`config.mk`:
```
export PLATFORM = sky130hd
export DESIGN_NAME = tcc_timer16_capture
export DESIGN_NICKNAME = d
export VERILOG_FILES = /design/src/core/tcc_pkg.sv /design/src/core/tcc_sync2.sv /design/src/core/tcc_noise_filter.sv /design/src/core/tcc_timer16_capture.sv
export SDC_FILE = /design/constraint.sdc
export NUM_CORES = 1
export LEC_CHECK = 0
export ABC_AREA = 1
export BUFFER_PORTS_ARGS = -buffer_cell sky130_fd_sc_hd__buf_2
export CORE_ASPECT_RATIO = 0.6
export CORE_UTILIZATION = 55
export CTS_BUF_LIST = sky130_fd_sc_hd__clkbuf_4 sky130_fd_sc_hd__clkbuf_8
export DETAILED_ROUTE_END_ITERATION = 10
export PLACE_DENSITY = 0.79
export SLEW_MARGIN = 20
export SYNTH_ARGS = -nofsm -noshare
export SYNTH_HDL_FRONTEND = slang
export SYNTH_SLANG_ARGS = --single-unit
export TNS_END_PERCENT = 20
```
`constraint.sdc`:
```
create_clock -name mclk -period 2.59 [get_ports mclk]
set_input_delay 0.1295 -clock mclk [delete_from_list [all_inputs] [get_ports mclk]]
set_output_delay 0.1295 -clock mclk [all_outputs]
set_load 0.03 [all_outputs]
```
`src/core/tcc_pkg.sv`:
```
// Constants for the 16-bit timer counter and input capture block
// What this block does
// - Clock source select of zero stops the counter.
// - Sixteen-bit counter clears, increments or decrements per tick by mode.
// - CPU write to the counter beats a same-cycle clear or count.
// - CPU reads and writes the counter whether ticks run or not.
// - Low-byte read copies high byte to holding register; high location hits holding.
// - Low-byte write loads holding register and written byte together.
// - Holding register survives low-byte writes for reuse.
// - Overflow flag set at the mode's point and can interrupt.
// - Qualifying edge copies counter to capture register and sets flag together.
// - Capture interrupt while flag and enable; cleared by acknowledge or written one.
// - Capture register read low byte first through the holding register.
// - Capture register writable only in capture-top modes, high byte first.
// - Select bit switches trigger to comparator; software clears flag afterwards.
// - Filter changes output only after four equal samples.
// - Filter samples on the undivided system clock.
// - Filter and edge detector keep running in capture-top modes; only the capture event is gated.
// - Capture pin uses the external tick pin synchroniser.
// - Each new event overwrites the capture register.
// - Top is 0xFFFF, 0x00FF, 0x01FF, 0x03FF, compare A or capture register.
package tcc_pkg;
  // ----------------------------------------
  // Register offsets on the 8-bit I/O port
  // ----------------------------------------
  localparam logic [3:0] ADDR_CTRL_A = 4'h0;
  localparam logic [3:0] ADDR_CTRL_B = 4'h1;
  localparam logic [3:0] ADDR_CNT_LO = 4'h2;
  localparam logic [3:0] ADDR_CNT_HI = 4'h3;
  localparam logic [3:0] ADDR_CAP_LO = 4'h4;
  localparam logic [3:0] ADDR_CAP_HI = 4'h5;
  localparam logic [3:0] ADDR_FLAGS = 4'h6;
  localparam logic [3:0] ADDR_MASK = 4'h7;
  localparam logic [3:0] ADDR_CMP_CTRL = 4'h8;
  // ----------------------------------------
  // Field positions
  // ----------------------------------------
  localparam int BIT_FILTER_EN = 7;
  localparam int BIT_EDGE_SEL = 6;
  localparam int BIT_CAP_FLAG = 5;
  localparam int BIT_OVF_FLAG = 0;
  localparam int BIT_CMP_SEL = 2;
  // ----------------------------------------
  // Reset values and fixed figures
  // ----------------------------------------
  localparam logic [7:0] RESET_BYTE = 8'h00;
  localparam logic [15:0] RESET_WORD = 16'h0000;
  localparam logic [15:0] TOP_8BIT = 16'h00FF;
  localparam logic [15:0] TOP_9BIT = 16'h01FF;
  localparam logic [15:0] TOP_10BIT = 16'h03FF;
  localparam logic [15:0] COUNT_MAX = 16'hFFFF;
  localparam logic [2:0] CLK_STOPPED = 3'h0;
  localparam int FILTER_LEN = 4;
  // Modes whose top comes from the capture register
  localparam logic [3:0] MODE_PFC_CAP = 4'h8;
  localparam logic [3:0] MODE_PC_CAP = 4'hA;
  localparam logic [3:0] MODE_CTC_CAP = 4'hC;
  localparam logic [3:0] MODE_FAST_CAP = 4'hE;
endpackage

```
`src/core/tcc_sync2.sv`:
```
// Two-stage synchroniser shared by the tick pin style inputs
`timescale 1ns/10ps
`default_nettype none
module tcc_sync2 (
  input wire logic mclk,
  input wire logic rstSync_n,
  input wire logic asyncIn,
  output logic syncOut
);
  logic stage1;

  // First stage feeds only the second
  always_ff @(posedge mclk or negedge rstSync_n) begin
    if (!rstSync_n) begin
      stage1 <= 1'b0;
      syncOut <= 1'b0;
    end else begin
      stage1 <= asyncIn;
      syncOut <= stage1;
    end
  end
endmodule
`default_nettype wire

```
`src/core/tcc_noise_filter.sv`:
```
// Four-sample noise filter ahead of the capture edge detector
`timescale 1ns/10ps
`default_nettype none
module tcc_noise_filter (
  input wire logic mclk,
  input wire logic rstSync_n,
  input wire logic enable,
  input wire logic sampleIn,
  output logic filtOut
);
  localparam int LEN = tcc_pkg::FILTER_LEN;
  logic [LEN-1:0] hist;

  // Sample every system clock, so the prescaler has no say
  always_ff @(posedge mclk or negedge rstSync_n) begin
    if (!rstSync_n) begin
      hist <= '0;
    end else begin
      hist <= {hist[LEN-2:0], sampleIn};
    end
  end

  // Output only moves when the whole window agrees
  always_ff @(posedge mclk or negedge rstSync_n) begin
    if (!rstSync_n) begin
      filtOut <= 1'b0;
    end else if (!enable) begin
      filtOut <= sampleIn;
    end else if (&hist) begin
      filtOut <= 1'b1;
    end else if (~|hist) begin
      filtOut <= 1'b0;
    end
  end
endmodule
`default_nettype wire

```
`src/core/tcc_timer16_capture.sv`:
```
// Counter unit and input capture unit of the 16-bit timer
`timescale 1ns/10ps
`default_nettype none
module tcc_timer16_capture (
  input wire logic mclk,
  input wire logic reset_n,
  input wire logic [3:0] ioAddr,
  input wire logic ioWrite,
  input wire logic ioRead,
  input wire logic [7:0] ioWdata,
  output logic [7:0] ioRdata,
  input wire logic timerTick,
  input wire logic capturePin,
  input wire logic comparatorOutput,
  input wire logic [15:0] compareAValue,
  input wire logic captureIrqAck,
  input wire logic overflowIrqAck,
  output logic [15:0] countValue,
  output logic captureIrq,
  output logic overflowIrq
);
  logic rstMeta_n;
  logic rstSync_n;
  logic [7:0] timerControlA;
  logic [7:0] timerControlB;
  logic [7:0] holdHigh;
  logic [15:0] capturedValue;
  logic captureFlag;
  logic overflowFlag;
  logic captureIrqEnable;
  logic overflowIrqEnable;
  logic comparatorCaptureSelect;
  logic countDown;
  logic pinSync;
  logic cmpSync;
  logic filtered;
  logic filtPrev;
  logic [3:0] waveMode;
  logic [2:0] clockSourceSelect;
  logic [15:0] topValue;
  logic dualSlope;
  logic ovfAtTop;
  logic ovfAtBottom;
  logic captureTop;
  logic countStep;
  logic captureEvent;
  logic overflowEvent;
  logic wrCntLo;
  logic rdCntLo;
  logic wrCapLo;
  logic [15:0] next_count;
  logic next_countDown;

  // ----------------------------------------
  // Reset release
  // ----------------------------------------
  // Reset asserts at once but leaves through two flops
  always_ff @(posedge mclk or negedge reset_n) begin
    if (!reset_n) begin
      rstMeta_n <= 1'b0;
      rstSync_n <= 1'b0;
    end else begin
      rstMeta_n <= 1'b1;
      rstSync_n <= rstMeta_n;
    end
  end

  // ----------------------------------------
  // Mode decode
  // ----------------------------------------
  assign waveMode = {timerControlB[4:3], timerControlA[1:0]};
  assign clockSourceSelect = timerControlB[2:0];
  assign captureTop = (waveMode == tcc_pkg::MODE_PFC_CAP)
    || (waveMode == tcc_pkg::MODE_PC_CAP)
    || (waveMode == tcc_pkg::MODE_CTC_CAP)
    || (waveMode == tcc_pkg::MODE_FAST_CAP);

  // Top value, slope and overflow point for each mode
  always_comb begin
    topValue = tcc_pkg::COUNT_MAX;
    dualSlope = 1'b0;
    ovfAtTop = 1'b0;
    ovfAtBottom = 1'b0;
    case (waveMode)
      4'h1: begin
        topValue = tcc_pkg::TOP_8BIT;
        dualSlope = 1'b1;
        ovfAtBottom = 1'b1;
      end
      4'h2: begin
        topValue = tcc_pkg::TOP_9BIT;
        dualSlope = 1'b1;
        ovfAtBottom = 1'b1;
      end
      4'h3: begin
        topValue = tcc_pkg::TOP_10BIT;
        dualSlope = 1'b1;
        ovfAtBottom = 1'b1;
      end
      4'h4: topValue = compareAValue;
      4'h5: begin
        topValue = tcc_pkg::TOP_8BIT;
        ovfAtTop = 1'b1;
      end
      4'h6: begin
        topValue = tcc_pkg::TOP_9BIT;
        ovfAtTop = 1'b1;
      end
      4'h7: begin
        topValue = tcc_pkg::TOP_10BIT;
        ovfAtTop = 1'b1;
      end
      4'h8, 4'hA: begin
        topValue = capturedValue;
        dualSlope = 1'b1;
        ovfAtBottom = 1'b1;
      end
      4'h9, 4'hB: begin
        topValue = compareAValue;
        dualSlope = 1'b1;
        ovfAtBottom = 1'b1;
      end
      4'hC: topValue = capturedValue;
      4'hE: begin
        topValue = capturedValue;
        ovfAtTop = 1'b1;
      end
      4'hF: begin
        topValue = compareAValue;
        ovfAtTop = 1'b1;
      end
      default: topValue = tcc_pkg::COUNT_MAX;
    endcase
  end

  // ----------------------------------------
  // Access strobes
  // ----------------------------------------
  assign wrCntLo = ioWrite && (ioAddr == tcc_pkg::ADDR_CNT_LO);
  assign rdCntLo = ioRead && (ioAddr == tcc_pkg::ADDR_CNT_LO);
  assign wrCapLo = ioWrite && (ioAddr == tcc_pkg::ADDR_CAP_LO);
  // Stopped clock select masks the tick from the outside prescaler
  assign countStep = timerTick
    && (clockSourceSelect != tcc_pkg::CLK_STOPPED);

  // ----------------------------------------
  // Counter
  // ----------------------------------------
  // Next count for one tick in the current mode
  always_comb begin
    next_count = countValue;
    next_countDown = countDown;
    if (!dualSlope) begin
      next_count = (countValue == topValue) ? tcc_pkg::RESET_WORD
        : countValue + 16'h0001;
    end else if (countDown) begin
      if (countValue == tcc_pkg::RESET_WORD) begin
        next_count = countValue + 16'h0001;
        next_countDown = 1'b0;
      end else begin
        next_count = countValue - 16'h0001;
      end
    end else if (countValue >= topValue) begin
      next_count = countValue - 16'h0001;
      next_countDown = 1'b1;
    end else begin
      next_count = countValue + 16'h0001;
    end
  end

  // CPU low-byte write wins over any tick in the same cycle
  always_ff @(posedge mclk or negedge rstSync_n) begin
    if (!rstSync_n) begin
      countValue <= tcc_pkg::RESET_WORD;
      countDown <= 1'b0;
    end else if (wrCntLo) begin
      countValue <= {holdHigh, ioWdata};
    end else if (countStep) begin
      countValue <= next_count;
      countDown <= next_countDown;
    end
  end

  assign overflowEvent = countStep && !wrCntLo
    && ((ovfAtTop && countValue == topValue)
    || (ovfAtBottom && countDown && countValue == tcc_pkg::RESET_WORD)
    || (!ovfAtTop && !ovfAtBottom
    && countValue == tcc_pkg::COUNT_MAX));

  // ----------------------------------------
  // Shared high-byte holding register
  // ----------------------------------------
  // Low-byte writes leave it alone so one high write serves many
  always_ff @(posedge mclk or negedge rstSync_n) begin
    if (!rstSync_n) begin
      holdHigh <= tcc_pkg::RESET_BYTE;
    end else if (ioWrite && (ioAddr == tcc_pkg::ADDR_CNT_HI
        || ioAddr == tcc_pkg::ADDR_CAP_HI)) begin
      holdHigh <= ioWdata;
    end else if (rdCntLo) begin
      holdHigh <= countValue[15:8];
    end else if (ioRead && ioAddr == tcc_pkg::ADDR_CAP_LO) begin
      holdHigh <= capturedValue[15:8];
    end
  end

  // ----------------------------------------
  // Control registers
  // ----------------------------------------
  always_ff @(posedge mclk or negedge rstSync_n) begin
    if (!rstSync_n) begin
      timerControlA <= tcc_pkg::RESET_BYTE;
      timerControlB <= tcc_pkg::RESET_BYTE;
      captureIrqEnable <= 1'b0;
      overflowIrqEnable <= 1'b0;
      comparatorCaptureSelect <= 1'b0;
    end else if (ioWrite) begin
      if (ioAddr == tcc_pkg::ADDR_CTRL_A) begin
        timerControlA <= ioWdata;
      end else if (ioAddr == tcc_pkg::ADDR_CTRL_B) begin
        timerControlB <= ioWdata;
      end else if (ioAddr == tcc_pkg::ADDR_MASK) begin
        captureIrqEnable <= ioWdata[tcc_pkg::BIT_CAP_FLAG];
        overflowIrqEnable <= ioWdata[tcc_pkg::BIT_OVF_FLAG];
      end else if (ioAddr == tcc_pkg::ADDR_CMP_CTRL) begin
        comparatorCaptureSelect <= ioWdata[tcc_pkg::BIT_CMP_SEL];
      end
    end
  end

  // ----------------------------------------
  // Trigger path
  // ----------------------------------------
  // Same synchroniser as the external tick pin, so port writes trigger
  tcc_sync2 u_pinSync (
    .mclk(mclk),
    .rstSync_n(rstSync_n),
    .asyncIn(capturePin),
    .syncOut(pinSync)
  );

  tcc_sync2 u_cmpSync (
    .mclk(mclk),
    .rstSync_n(rstSync_n),
    .asyncIn(comparatorOutput),
    .syncOut(cmpSync)
  );

  tcc_noise_filter u_filter (
    .mclk(mclk),
    .rstSync_n(rstSync_n),
    .enable(timerControlB[tcc_pkg::BIT_FILTER_EN]),
    .sampleIn(comparatorCaptureSelect ? cmpSync : pinSync),
    .filtOut(filtered)
  );

  // Edge history keeps tracking; only the event is gated by mode
  always_ff @(posedge mclk or negedge rstSync_n) begin
    if (!rstSync_n) begin
      filtPrev <= 1'b0;
    end else begin
      filtPrev <= filtered;
    end
  end

  // A source switch can look like an edge; software clears after
  assign captureEvent = !captureTop && (filtered != filtPrev)
    && (filtered == timerControlB[tcc_pkg::BIT_EDGE_SEL]);

  // ----------------------------------------
  // Capture register and flags
  // ----------------------------------------
  // Unread values are lost on the next event by design
  always_ff @(posedge mclk or negedge rstSync_n) begin
    if (!rstSync_n) begin
      capturedValue <= tcc_pkg::RESET_WORD;
    end else if (captureEvent) begin
      capturedValue <= countValue;
    end else if (wrCapLo && captureTop) begin
      capturedValue <= {holdHigh, ioWdata};
    end
  end

  // A set in the same cycle as a clear wins
  always_ff @(posedge mclk or negedge rstSync_n) begin
    if (!rstSync_n) begin
      captureFlag <= 1'b0;
      overflowFlag <= 1'b0;
    end else begin
      if (captureEvent) begin
        captureFlag <= 1'b1;
      end else if (captureIrqAck || (ioWrite && ioAddr == tcc_pkg::ADDR_FLAGS
          && ioWdata[tcc_pkg::BIT_CAP_FLAG])) begin
        captureFlag <= 1'b0;
      end
      if (overflowEvent) begin
        overflowFlag <= 1'b1;
      end else if (overflowIrqAck || (ioWrite
          && ioAddr == tcc_pkg::ADDR_FLAGS
          && ioWdata[tcc_pkg::BIT_OVF_FLAG])) begin
        overflowFlag <= 1'b0;
      end
    end
  end

  // Requests follow flag and enable one cycle later
  always_ff @(posedge mclk or negedge rstSync_n) begin
    if (!rstSync_n) begin
      captureIrq <= 1'b0;
      overflowIrq <= 1'b0;
    end else begin
      captureIrq <= captureFlag && captureIrqEnable;
      overflowIrq <= overflowFlag && overflowIrqEnable;
    end
  end

  // ----------------------------------------
  // Read port
  // ----------------------------------------
  // Data answers one cycle after the read strobe
  always_ff @(posedge mclk or negedge rstSync_n) begin
    if (!rstSync_n) begin
      ioRdata <= tcc_pkg::RESET_BYTE;
    end else if (ioRead) begin
      if (ioAddr == tcc_pkg::ADDR_CTRL_A) begin
        ioRdata <= timerControlA;
      end else if (ioAddr == tcc_pkg::ADDR_CTRL_B) begin
        ioRdata <= timerControlB;
      end else if (ioAddr == tcc_pkg::ADDR_CNT_LO) begin
        ioRdata <= countValue[7:0];
      end else if (ioAddr == tcc_pkg::ADDR_CNT_HI
          || ioAddr == tcc_pkg::ADDR_CAP_HI) begin
        ioRdata <= holdHigh;
      end else if (ioAddr == tcc_pkg::ADDR_CAP_LO) begin
        ioRdata <= capturedValue[7:0];
      end else if (ioAddr == tcc_pkg::ADDR_FLAGS) begin
        ioRdata <= {2'b00, captureFlag, 4'h0, overflowFlag};
      end else if (ioAddr == tcc_pkg::ADDR_MASK) begin
        ioRdata <= {2'b00, captureIrqEnable, 4'h0, overflowIrqEnable};
      end else if (ioAddr == tcc_pkg::ADDR_CMP_CTRL) begin
        ioRdata <= {5'h00, comparatorCaptureSelect, 2'b00};
      end else begin
        ioRdata <= tcc_pkg::RESET_BYTE;
      end
    end
  end
endmodule
`default_nettype wire

```
### Yosys cells after proc, flatten, opt, wreduce, memory -nomap -nowiden

Index checks and enable logic that the tools add are counted.

* add/sub/neg operators: 2
* $lt $le $gt $ge: 1
* equality and inequality tests: 27
* mux-type cells: 34
* bitwise operators: 4
* reduce and logical (&&, ||, !) cells: 55

Operators with widths (count)
* $mux 16: 9
* $pmux 16 s5: 1
* $mux 8: 8
* $eq 4x3->1 const B: 8
* $eq 4x4->1 const B: 8
* $logic_and 1x1->1: 21
* $add 16x1->16 const B: 1
* $eq 16x16->1: 1
* $eq 16x16->1 const B: 1
* $eq 4x2->1 const B: 4
* $ge 16x16->1: 1
* $logic_not 16->1: 1
* $sub 16x1->16 const B: 1
* $mux 1: 13
* $mux 6: 2
* $reduce_or 4->1: 3
* $eq 4x1->1 const B: 2
* $logic_or 1x1->1: 8
* $reduce_and 4->1: 2
* $reduce_bool 2->1: 4
* $reduce_or 7->1: 1
* $reduce_and 3->1: 2
* $reduce_bool 3->1: 2
* $reduce_or 2->1: 3
* other kinds (10): 16

* register bits after elaboration: 84
* input port bits: 37
* output and inout bits: 26
* word-level logic and storage cells: 146

### Longest topological paths before layout

Gate-level depths: netlist (run 1).

* depth in word-level cells: 9
* mapped depth: 25

### Modules after synthesis

Synthesis (run 1) repeated with hierarchy kept, for this count alone.

* cell total of the unflattened synthesis: 730
* area, all modules: 5420.2 µm²

Modules (own cells, without submodules)
* tcc_timer16_capture: times used 1, cells an instance 707, area an instance 5132.4 µm², seq. area each 1876.8 µm²
* tcc_noise_filter: times used 1, cells an instance 19, area an instance 187.7 µm², seq. area each 125.1 µm²
* tcc_sync2: times used 2, cells an instance 2, area an instance 50.0 µm², seq. area each 50.0 µm²

### Worst setup path after synthesis (run 1)

OpenSTA, ideal clock, no wires.

* kind: register to register
* from: register timerControlB[4]
* to: register countValue[8]
* arrival: 2.415 ns
* data required time: 2.473 ns
* setup slack: 0.059 ns
* stages on the path, launching flop included: 24
* path buffers: 2
* clock period less this slack: 2.531 ns
* path through: dfrtp_1 inv_2 nor2_2 inv_2 nand3_1 inv_2 buf_2 a221oi_1 ha_1 nand2_1 inv_2 nand2_2 nor2_2 nand2_1 nand2_1 nor2_1 nand2_2 nand2_2 buf_6 nand2_1 nand3_1 nand2_1 nand2_1 nand2_1

* longest elaborated chain between the ends: 9

RTL lines
* start, declared: line tcc_timer16_capture.sv:25 `logic [7:0] timerControlB;`
* start signal, assigned: line tcc_timer16_capture.sv:213 `timerControlB <= tcc_pkg::RESET_BYTE;`
* start signal, assigned: line tcc_timer16_capture.sv:221 `timerControlB <= ioWdata;`
* $eq 4x4->1, or another cell as far along: line tcc_timer16_capture.sv:84 `case (waveMode)`
* $reduce_or 4->1 (no source line) or $reduce_or 2->1 (tied branches)
* $pmux 16 s5: line tcc_timer16_capture.sv:84
* $ge 16x16->1: line tcc_timer16_capture.sv:163 `end else if (countValue >= topValue) begin`
* $mux 16: line tcc_timer16_capture.sv:163
* $mux 16: line tcc_timer16_capture.sv:156 `end else if (countDown) begin`
* $mux 16 *: line tcc_timer16_capture.sv:153 `if (!dualSlope) begin`
* $mux 16 *: line tcc_timer16_capture.sv:178 `end else if (countStep) begin`
* $mux 16 *: line tcc_timer16_capture.sv:176 `end else if (wrCntLo) begin`
* end signal, assigned: line tcc_timer16_capture.sv:174 `countValue <= tcc_pkg::RESET_WORD;`
* end signal, assigned: line tcc_timer16_capture.sv:177 `countValue <= {holdHigh, ioWdata};`
* end signal, assigned: line tcc_timer16_capture.sv:179 `countValue <= next_count;`
* end, declared: line tcc_timer16_capture.sv:18 `output logic [15:0] countValue,`

Every way passes the cells marked *; elsewhere a longest branch is shown, timed or not. The select of a mux whose other input is x is not followed.
A chain may end at the register's enable or synchronous reset.

### Final worst setup path (run 1)

* from: register timerControlA[1]
* to: register countValue[6]

* longest elaborated chain between the ends: 9

RTL lines
* start, declared: line tcc_timer16_capture.sv:24 `logic [7:0] timerControlA;`
* start signal, assigned: line tcc_timer16_capture.sv:212 `timerControlA <= tcc_pkg::RESET_BYTE;`
* start signal, assigned: line tcc_timer16_capture.sv:219 `timerControlA <= ioWdata;`
* $eq 4x4->1, or another cell as far along: line tcc_timer16_capture.sv:84
* $reduce_or 4->1 (no source line) or $reduce_or 2->1 (tied branches)
* $pmux 16 s5: line tcc_timer16_capture.sv:84
* $ge 16x16->1: line tcc_timer16_capture.sv:163
* $mux 16: line tcc_timer16_capture.sv:163
* $mux 16: line tcc_timer16_capture.sv:156
* $mux 16 *: line tcc_timer16_capture.sv:153
* $mux 16 *: line tcc_timer16_capture.sv:178
* $mux 16 *: line tcc_timer16_capture.sv:176

Marks and branches as above.

==> results of run 1 <==
## power groups by stage
| stage | clock network, W | registers [W] | logic (W) |
|---|---|---|---|
| 3_3_place_gp | 0 | 0.00205 | 0.00383 |
| 5_1_grt | 0.00115 | 0.00212 | 0.00515 |
| 3_5_place_dp | 0 | 0.00206 | 0.00391 |
| 6_report | 0.00111 | 0.00209 | 0.00477 |
| 4_1_cts | 0.00110 | 0.00205 | 0.00431 |
| 2_1_floorplan | 0 | 0.00228 | 0.00241 |
## timing repair
action                                 4_1_cts  5_1_grt
pin swaps                                   22       26
hold buffers                                 5        0
setup endpoints to repair                   18       19
gates cloned                                 1        0
resized for setup                           53       41
buffers inserted                            18        6
endpoints found under the hold margin        6        0
## layer usage
layer  up-vias  wire length (µm)  GRT usage (%)
li1       2708                 -              -
met1      2858              8620           54.7
met2       477              8260           55.8
met3        68              2880           13.2
met4         0               657           12.8
met5         -                 0              0
## registers in the layout, summed over array words and instances, names as in the netlist, 4 cells and up
name           flops
timerControlB      8
capturedValue     16
u_filter.hist      4
timerControlA      8
holdHigh           8
ioRdata            8
countValue        16
## critical path, stage by stage, from the launching register on
cell      delay [ns]
dfrtp_2         0.49
o21ai_4         0.20
nand3_4         0.15
nand2_4         0.13
buf_6           0.12
o21ai_2         0.06
a221oi_2        0.20
ha_1            0.30
nand2_1         0.08
nand2_1         0.07
nand3_2         0.07
a21oi_2         0.05
buf_4           0.13
nor2_4          0.12
nand2_4         0.09
buf_4           0.16
nand2_4         0.09
a21oi_1         0.08
nand2_1         0.07
nand2_1         0.07
## final timing paths
| check | from | end | depth (start not counted) |
|---|---|---|---|
| min in group asynchronous | reset_n | rstSync_n$_DFF_PN0_ | 2 |
| max in group asynchronous | rstSync_n$_DFF_PN0_ | timerControlA[1]$_DFFE_PN0P_ | 1 |
| worst max-delay path | timerControlA[1]$_DFFE_PN0P_ | countValue[6]$_DFFE_PN0P_ | 19 |
| worst max register to register | timerControlA[1]$_DFFE_PN0P_ | countValue[6]$_DFFE_PN0P_ | 19 |
| worst min register to register | rstSync_n$_DFF_PN0_ | ioRdata[4]$_DFFE_PN0P_ | 0 |
| worst min-delay path | ioWdata[1] | countValue[1]$_DFFE_PN0P_ | 3 |
## kinds of logic after synthesis
kind of cell               after synthesis  synth area share (%)
adders and majority gates               19                  4.19
and+or+nand+nor                        340                  28.1
AOI/OAI and AO/OA                      143                  16.5
buffers and inverters                  135                  10.2
DFF                                     84                  37.1
xor gates and xnor gates                25                  3.86
other                                    1                0.0662
## area by class of cell
type                            count  area share (%)
Multi-Input combinational cell    529            46.1
Sequential cell                    84            29.2
Timing Repair Buffer              135            13.1
Inverter                          111            6.02
Tap cell                          135            2.34
Clock buffer                       11            2.01
Clock inverter                      5            1.18
## cell usage in the layout, fill, tap and decap left out, types with 9 or more instances in the layout
master and n:
nand2_1 180, inv_1 87, dfrtp_1 81, buf_2 62, buf_4 56, nor2_1 40, o21ai_0 33, nand3_1 31
xor2_1 25, nand2_2 22, inv_2 18, ha_1 18, o22ai_1 16, o21ai_1 16, nor2_2 13, a21oi_1 13
o211ai_1 12, nor2_4 11, nand3_2 11, o221ai_1 10, clkbuf_8 10, buf_6 9
## stage by stage
stage / cell area, µm² / power, W / hold WS [ns]
2_1_floorplan: 5670 / 0.00469 / -0.166
3_3_place_gp: 6340 / 0.00588 / -0.0857
3_5_place_dp: 6340 / 0.00597 / -0.0825
4_1_cts: 6970 / 0.00746 / 0.0122
5_1_grt: 7210 / 0.00842 / 0.0323
6_report: 7210 / 0.00797 / 0.00648
==> impl_metrics.ini, run 1 <==
[status]
outcome = finished with violations
violations = setup timing

[global_routing]
grt_pass1_wl_um = 30600
grt_pass1_vias = 5507
overflow = 0
grt.total_usage_pct = 39.0
antenna_found_initial = 0
grt_max_degree = 43

[timing]
fmax_ghz = 0.351
fin_ws_ns = -0.258
setup_viol_count_final = 19
slew_headroom_pct = 58.7
slew_violations = 0
rsz0062_at_grt = yes
finClkSkew_ns = 0.00986
hold_violations = 0
fin_crit_ns = 2.85
worstMarginPinSlew_ns = 0.605
fin_tns_setup_ns = -4.25
period_share_pct = 110

[detailed_routing]
via_count = 6111
drc_errors = 0
ant_nets = 0
wirelength_um = 20400
wl_per_cell_um = 20.2
viasPerCell = 6.05
dr.pass1.iters = 5
drt_iter0_drc = 868

[synth]
synth_edf_count = 0
synth_area_leader_cell = dfrtp_1
synth_commonest_cells = nand2_1 (197), inv_1 (91), dfrtp_1 (84)
yosysSeqAreaShare_pct = 37.1
asyncSetResetFlopFracSynth_pct = 100
synth.net_count = 803
synth_ff_type = dfrtp_1
yosysUniqueCellTypes = 48
syn_avg_cell_area_um2 = 7.59
synth_cells = 747
synthMostInstantiatedCell = nand2_1
yosys_warnings = 0
ys_seq_elements = 84
post_synth_instance_area_mm2 = 0.00567
yosysTopAreaCellShare_pct = 37.1
synth_area_leaders = dfrtp_1 (37%), nand2_1 (13%), inv_1 (6.0%), ha_1 (4.2%), xor2_1 (3.9%)

[power]
p_leak_nw = 3.60
ir_worst_vdd_mv = 0.667
pwr-share-clk_pct = 13.9
power_frac_seq_pct = 26.3
power_frac_comb_pct = 59.9
switchingPower_w = 0.00393
p_int_w = 0.00404
power.density_mw_per_mm2 = 1110
switching_share_pct = 49.3

[worst_setup_path]
worstPathMaxFanout = 5
cp.required_ns = 2.85
end_kind = flip-flop
cp-start-kind = flip-flop
cp.arrival_ns = 3.11
ff2ff_setup_slack_ns = -0.26
worstSetupPathType = flip-flop to flip-flop

[die]
die_x_um = 133
num_rows = 28
ios = 63
dieArea_mm2 = 0.0107
start_util_pct = 57.0
core_mm2 = 0.00995
die_h_um = 80.6

[clock_network]
cts_tree = built
worstSkewPairLatency_ns = 0.38
root_buffer = clkbuf_8
clk_pin_slew_ns = 0.09
numClockSinks = 84
clock_path_buffers = 2
numCtsBuffers = 9
htreeDepth = 3

[placed_design]
pre_cts_ws_ns = -0.479
io_buffers = 62
placed_cells = 965
dp_hpwl_um = 14700
place_congestion = 0.976

[final_layout]
multi_input_area_mm2 = 0.00333
stdcell_count = 1010
area.growth.synth_to_final_pct = 27.2
diodes = 0
final_util_pct = 72.5
fin_nets = 926
area.sequential_mm2 = 0.00211
n_fill_cell = 796
drive_above_1_share_pct = 31.3

[job]
drv_cap = 0

[hold_path]
hold_class = input port to flip-flop
Note: power is estimated with default switching activity, not from simulation.
==> inputs of run 2 (changes only) <==
--- a/config.mk
+++ b/config.mk
@@ -11,6 +11,7 @@
 export CORE_UTILIZATION = 55
 export CTS_BUF_LIST = sky130_fd_sc_hd__clkbuf_4 sky130_fd_sc_hd__clkbuf_8
 export DETAILED_ROUTE_END_ITERATION = 10
+export HOLD_SLACK_MARGIN = 0.15
 export PLACE_DENSITY = 0.79
 export SLEW_MARGIN = 20
 export SYNTH_ARGS = -nofsm -noshare
==> impl_metrics.ini, run 2 (synthesis gave the netlist of run 1 again) <==
[timing]
setup_viol_count_final = 19
hold_violations = 0
rsz0062_at_grt = yes
fin_crit_ns = 2.86
slew_violations = 0
hold_ws_ns = 0.167
finClkSkew_ns = 0.00903
fin_ws_ns = -0.268
worstMarginPinSlew_ns = 0.610
slew_headroom_pct = 58.3
fmax_ghz = 0.350
period_share_pct = 110

[clock_network]
numCtsBuffers = 9
worstSkewPairLatency_ns = 0.38
root_buffer = clkbuf_8
htreeDepth = 3
cts_tree = built
clock_path_buffers = 2
numClockSinks = 84
clk_pin_slew_ns = 0.09

[placed_design]
dp_hpwl_um = 14700
place_area_mm2 = 0.00634
place_congestion = 0.976
io_buffers = 62

[global_routing]
antenna_found_initial = 0
grt_max_degree = 43
grt.total_usage_pct = 39.2
grt_pass1_vias = 5552
grt_pass1_wl_um = 30800
overflow = 0

[final_layout]
area.growth.synth_to_final_pct = 28.6
fin_nets = 933
drive_above_1_share_pct = 31.1
n_fill_cell = 787
final_cell_area_mm2 = 0.00729
final_common_cell = nand2_1
diodes = 0
reg_top3 = capturedValue x16, countValue x16
final_cell_mix = nand2_1 (180), inv_1 (86), dfrtp_1 (81)

[status]
violations = setup timing
outcome = finished with violations

[worst_setup_path]
r2r_cells = 19
cp-start-kind = flip-flop
crit_start = timerControlA[1]$_DFFE_PN0P_
worstPathMaxFanout = 6
cp.arrival_ns = 3.12
cp.required_ns = 2.85
worstSetupPathType = flip-flop to flip-flop
critical_path.endpoint = countValue[15]$_DFFE_PN0P_
ff2ff_setup_slack_ns = -0.27
end_kind = flip-flop
r2r_start = timerControlA[1]$_DFFE_PN0P_
r2r_end = countValue[15]$_DFFE_PN0P_

[detailed_routing]
ant_nets = 0
dr.pass1.iters = 6
drc_errors = 0
viasPerCell = 6.07
via_count = 6176
drt_iter0_drc = 834
wirelength_um = 20600
wl_per_cell_um = 20.3

[power]
power_w = 0.00801
p_leak_nw = 3.63
ir_worst_vdd_mv = 0.662
power.density_mw_per_mm2 = 1100

[job]
drv_cap = 0

[die]
ios = 63
start_util_pct = 57.0
dieArea_mm2 = 0.0107
core_mm2 = 0.00995
die_x_um = 133
num_rows = 28
die_h_um = 80.6

[hold_path]
hp-start = ioWdata[3]
hold_class = input port to flip-flop
whs_path_depth = 3
run 2: changes by cell type in the layout (fill, tap and decap cells not counted):
cell	previous run	this run
inv_2	18	19
a21oi_2	6	5
nand2_4	7	8
dlygate4sd3_1	5	12
nand3_1	31	32
inv_1	87	86
a21oi_4	2	3
nand2_2	22	21
nand3_2	11	10
run 2: repair_timing:
action	CTS	global route
pin swaps	22	27
hold buffers	12	0
endpoints found under the setup margin	18	19
buffers inserted	18	6
endpoints found under the hold margin	16	0
cloned	1	0
gates resized for setup	53	43
run 2: final cells by class:
class,count,area [µm²],area share [%]
clock inverter,5,85.1,1.17
tap,135,169,2.32
sequential,84,2110,28.9
timing repair buffer,142,1010,13.9
multi-input combinational,529,3330,45.8
clock buffer,11,145,1.99
inverter,111,434,5.96
run 2: critical path, cell delays in order, from the launching register on:
cell and delay, ns:
dfrtp_2 0.49, o21ai_4 0.20, nand3_4 0.15, nand2_4 0.13, buf_6 0.12, o21ai_2 0.06
a221oi_2 0.20, ha_1 0.30, nand2_1 0.08, nand2_1 0.06, nand3_2 0.07, a21oi_2 0.05
buf_4 0.13, nor2_4 0.13, nand2_4 0.09, nand3_4 0.10, buf_6 0.16, nand2_4 0.05
nand3_2 0.07, nand3_2 0.08
run 2: worst min path at each step:
stage and endpoint:
6_report timerControlA[3]$_DFFE_PN0P_, 5_1_grt timerControlA[3]$_DFFE_PN0P_, 4_1_cts timerControlA[3]$_DFFE_PN0P_, 3_5_place_dp rstMeta_n$_DFF_PN0_, 3_3_place_gp rstMeta_n$_DFF_PN0_, 2_1_floorplan rstMeta_n$_DFF_PN0_
run 2: layer usage:
metal,track usage [%],up-vias,routed length (µm)
met4,12.5,0,575
met2,56.4,462,8410
met5,0,-,0
met3,13.3,72,2840
li1,-,2724,-
met1,54.9,2918,8770
run 2: power by group:
group	switching (W)	internal, W	leakage (nW)
clock	0.000517	0.000584	0.113
combinational	0.00304	0.00177	2.47
sequential	0.000392	0.00170	1.05
total	0.00395	0.00406	3.63
run 2: per-stage QoR:
stage | setup WS [ns] | instances | TNS [ns] | util, %
global placement | -0.325 | 965 | -4.61 | 63.8
floorplan | 0.0586 | 747 | 0 | -
detailed placement | -0.479 | 965 | -7.09 | 63.8
global route | -0.377 | 1017 | -6.14 | 73.3
CTS | -0.152 | 1012 | -1.80 | 70.8
finish | -0.268 | 1017 | -4.31 | 73.3
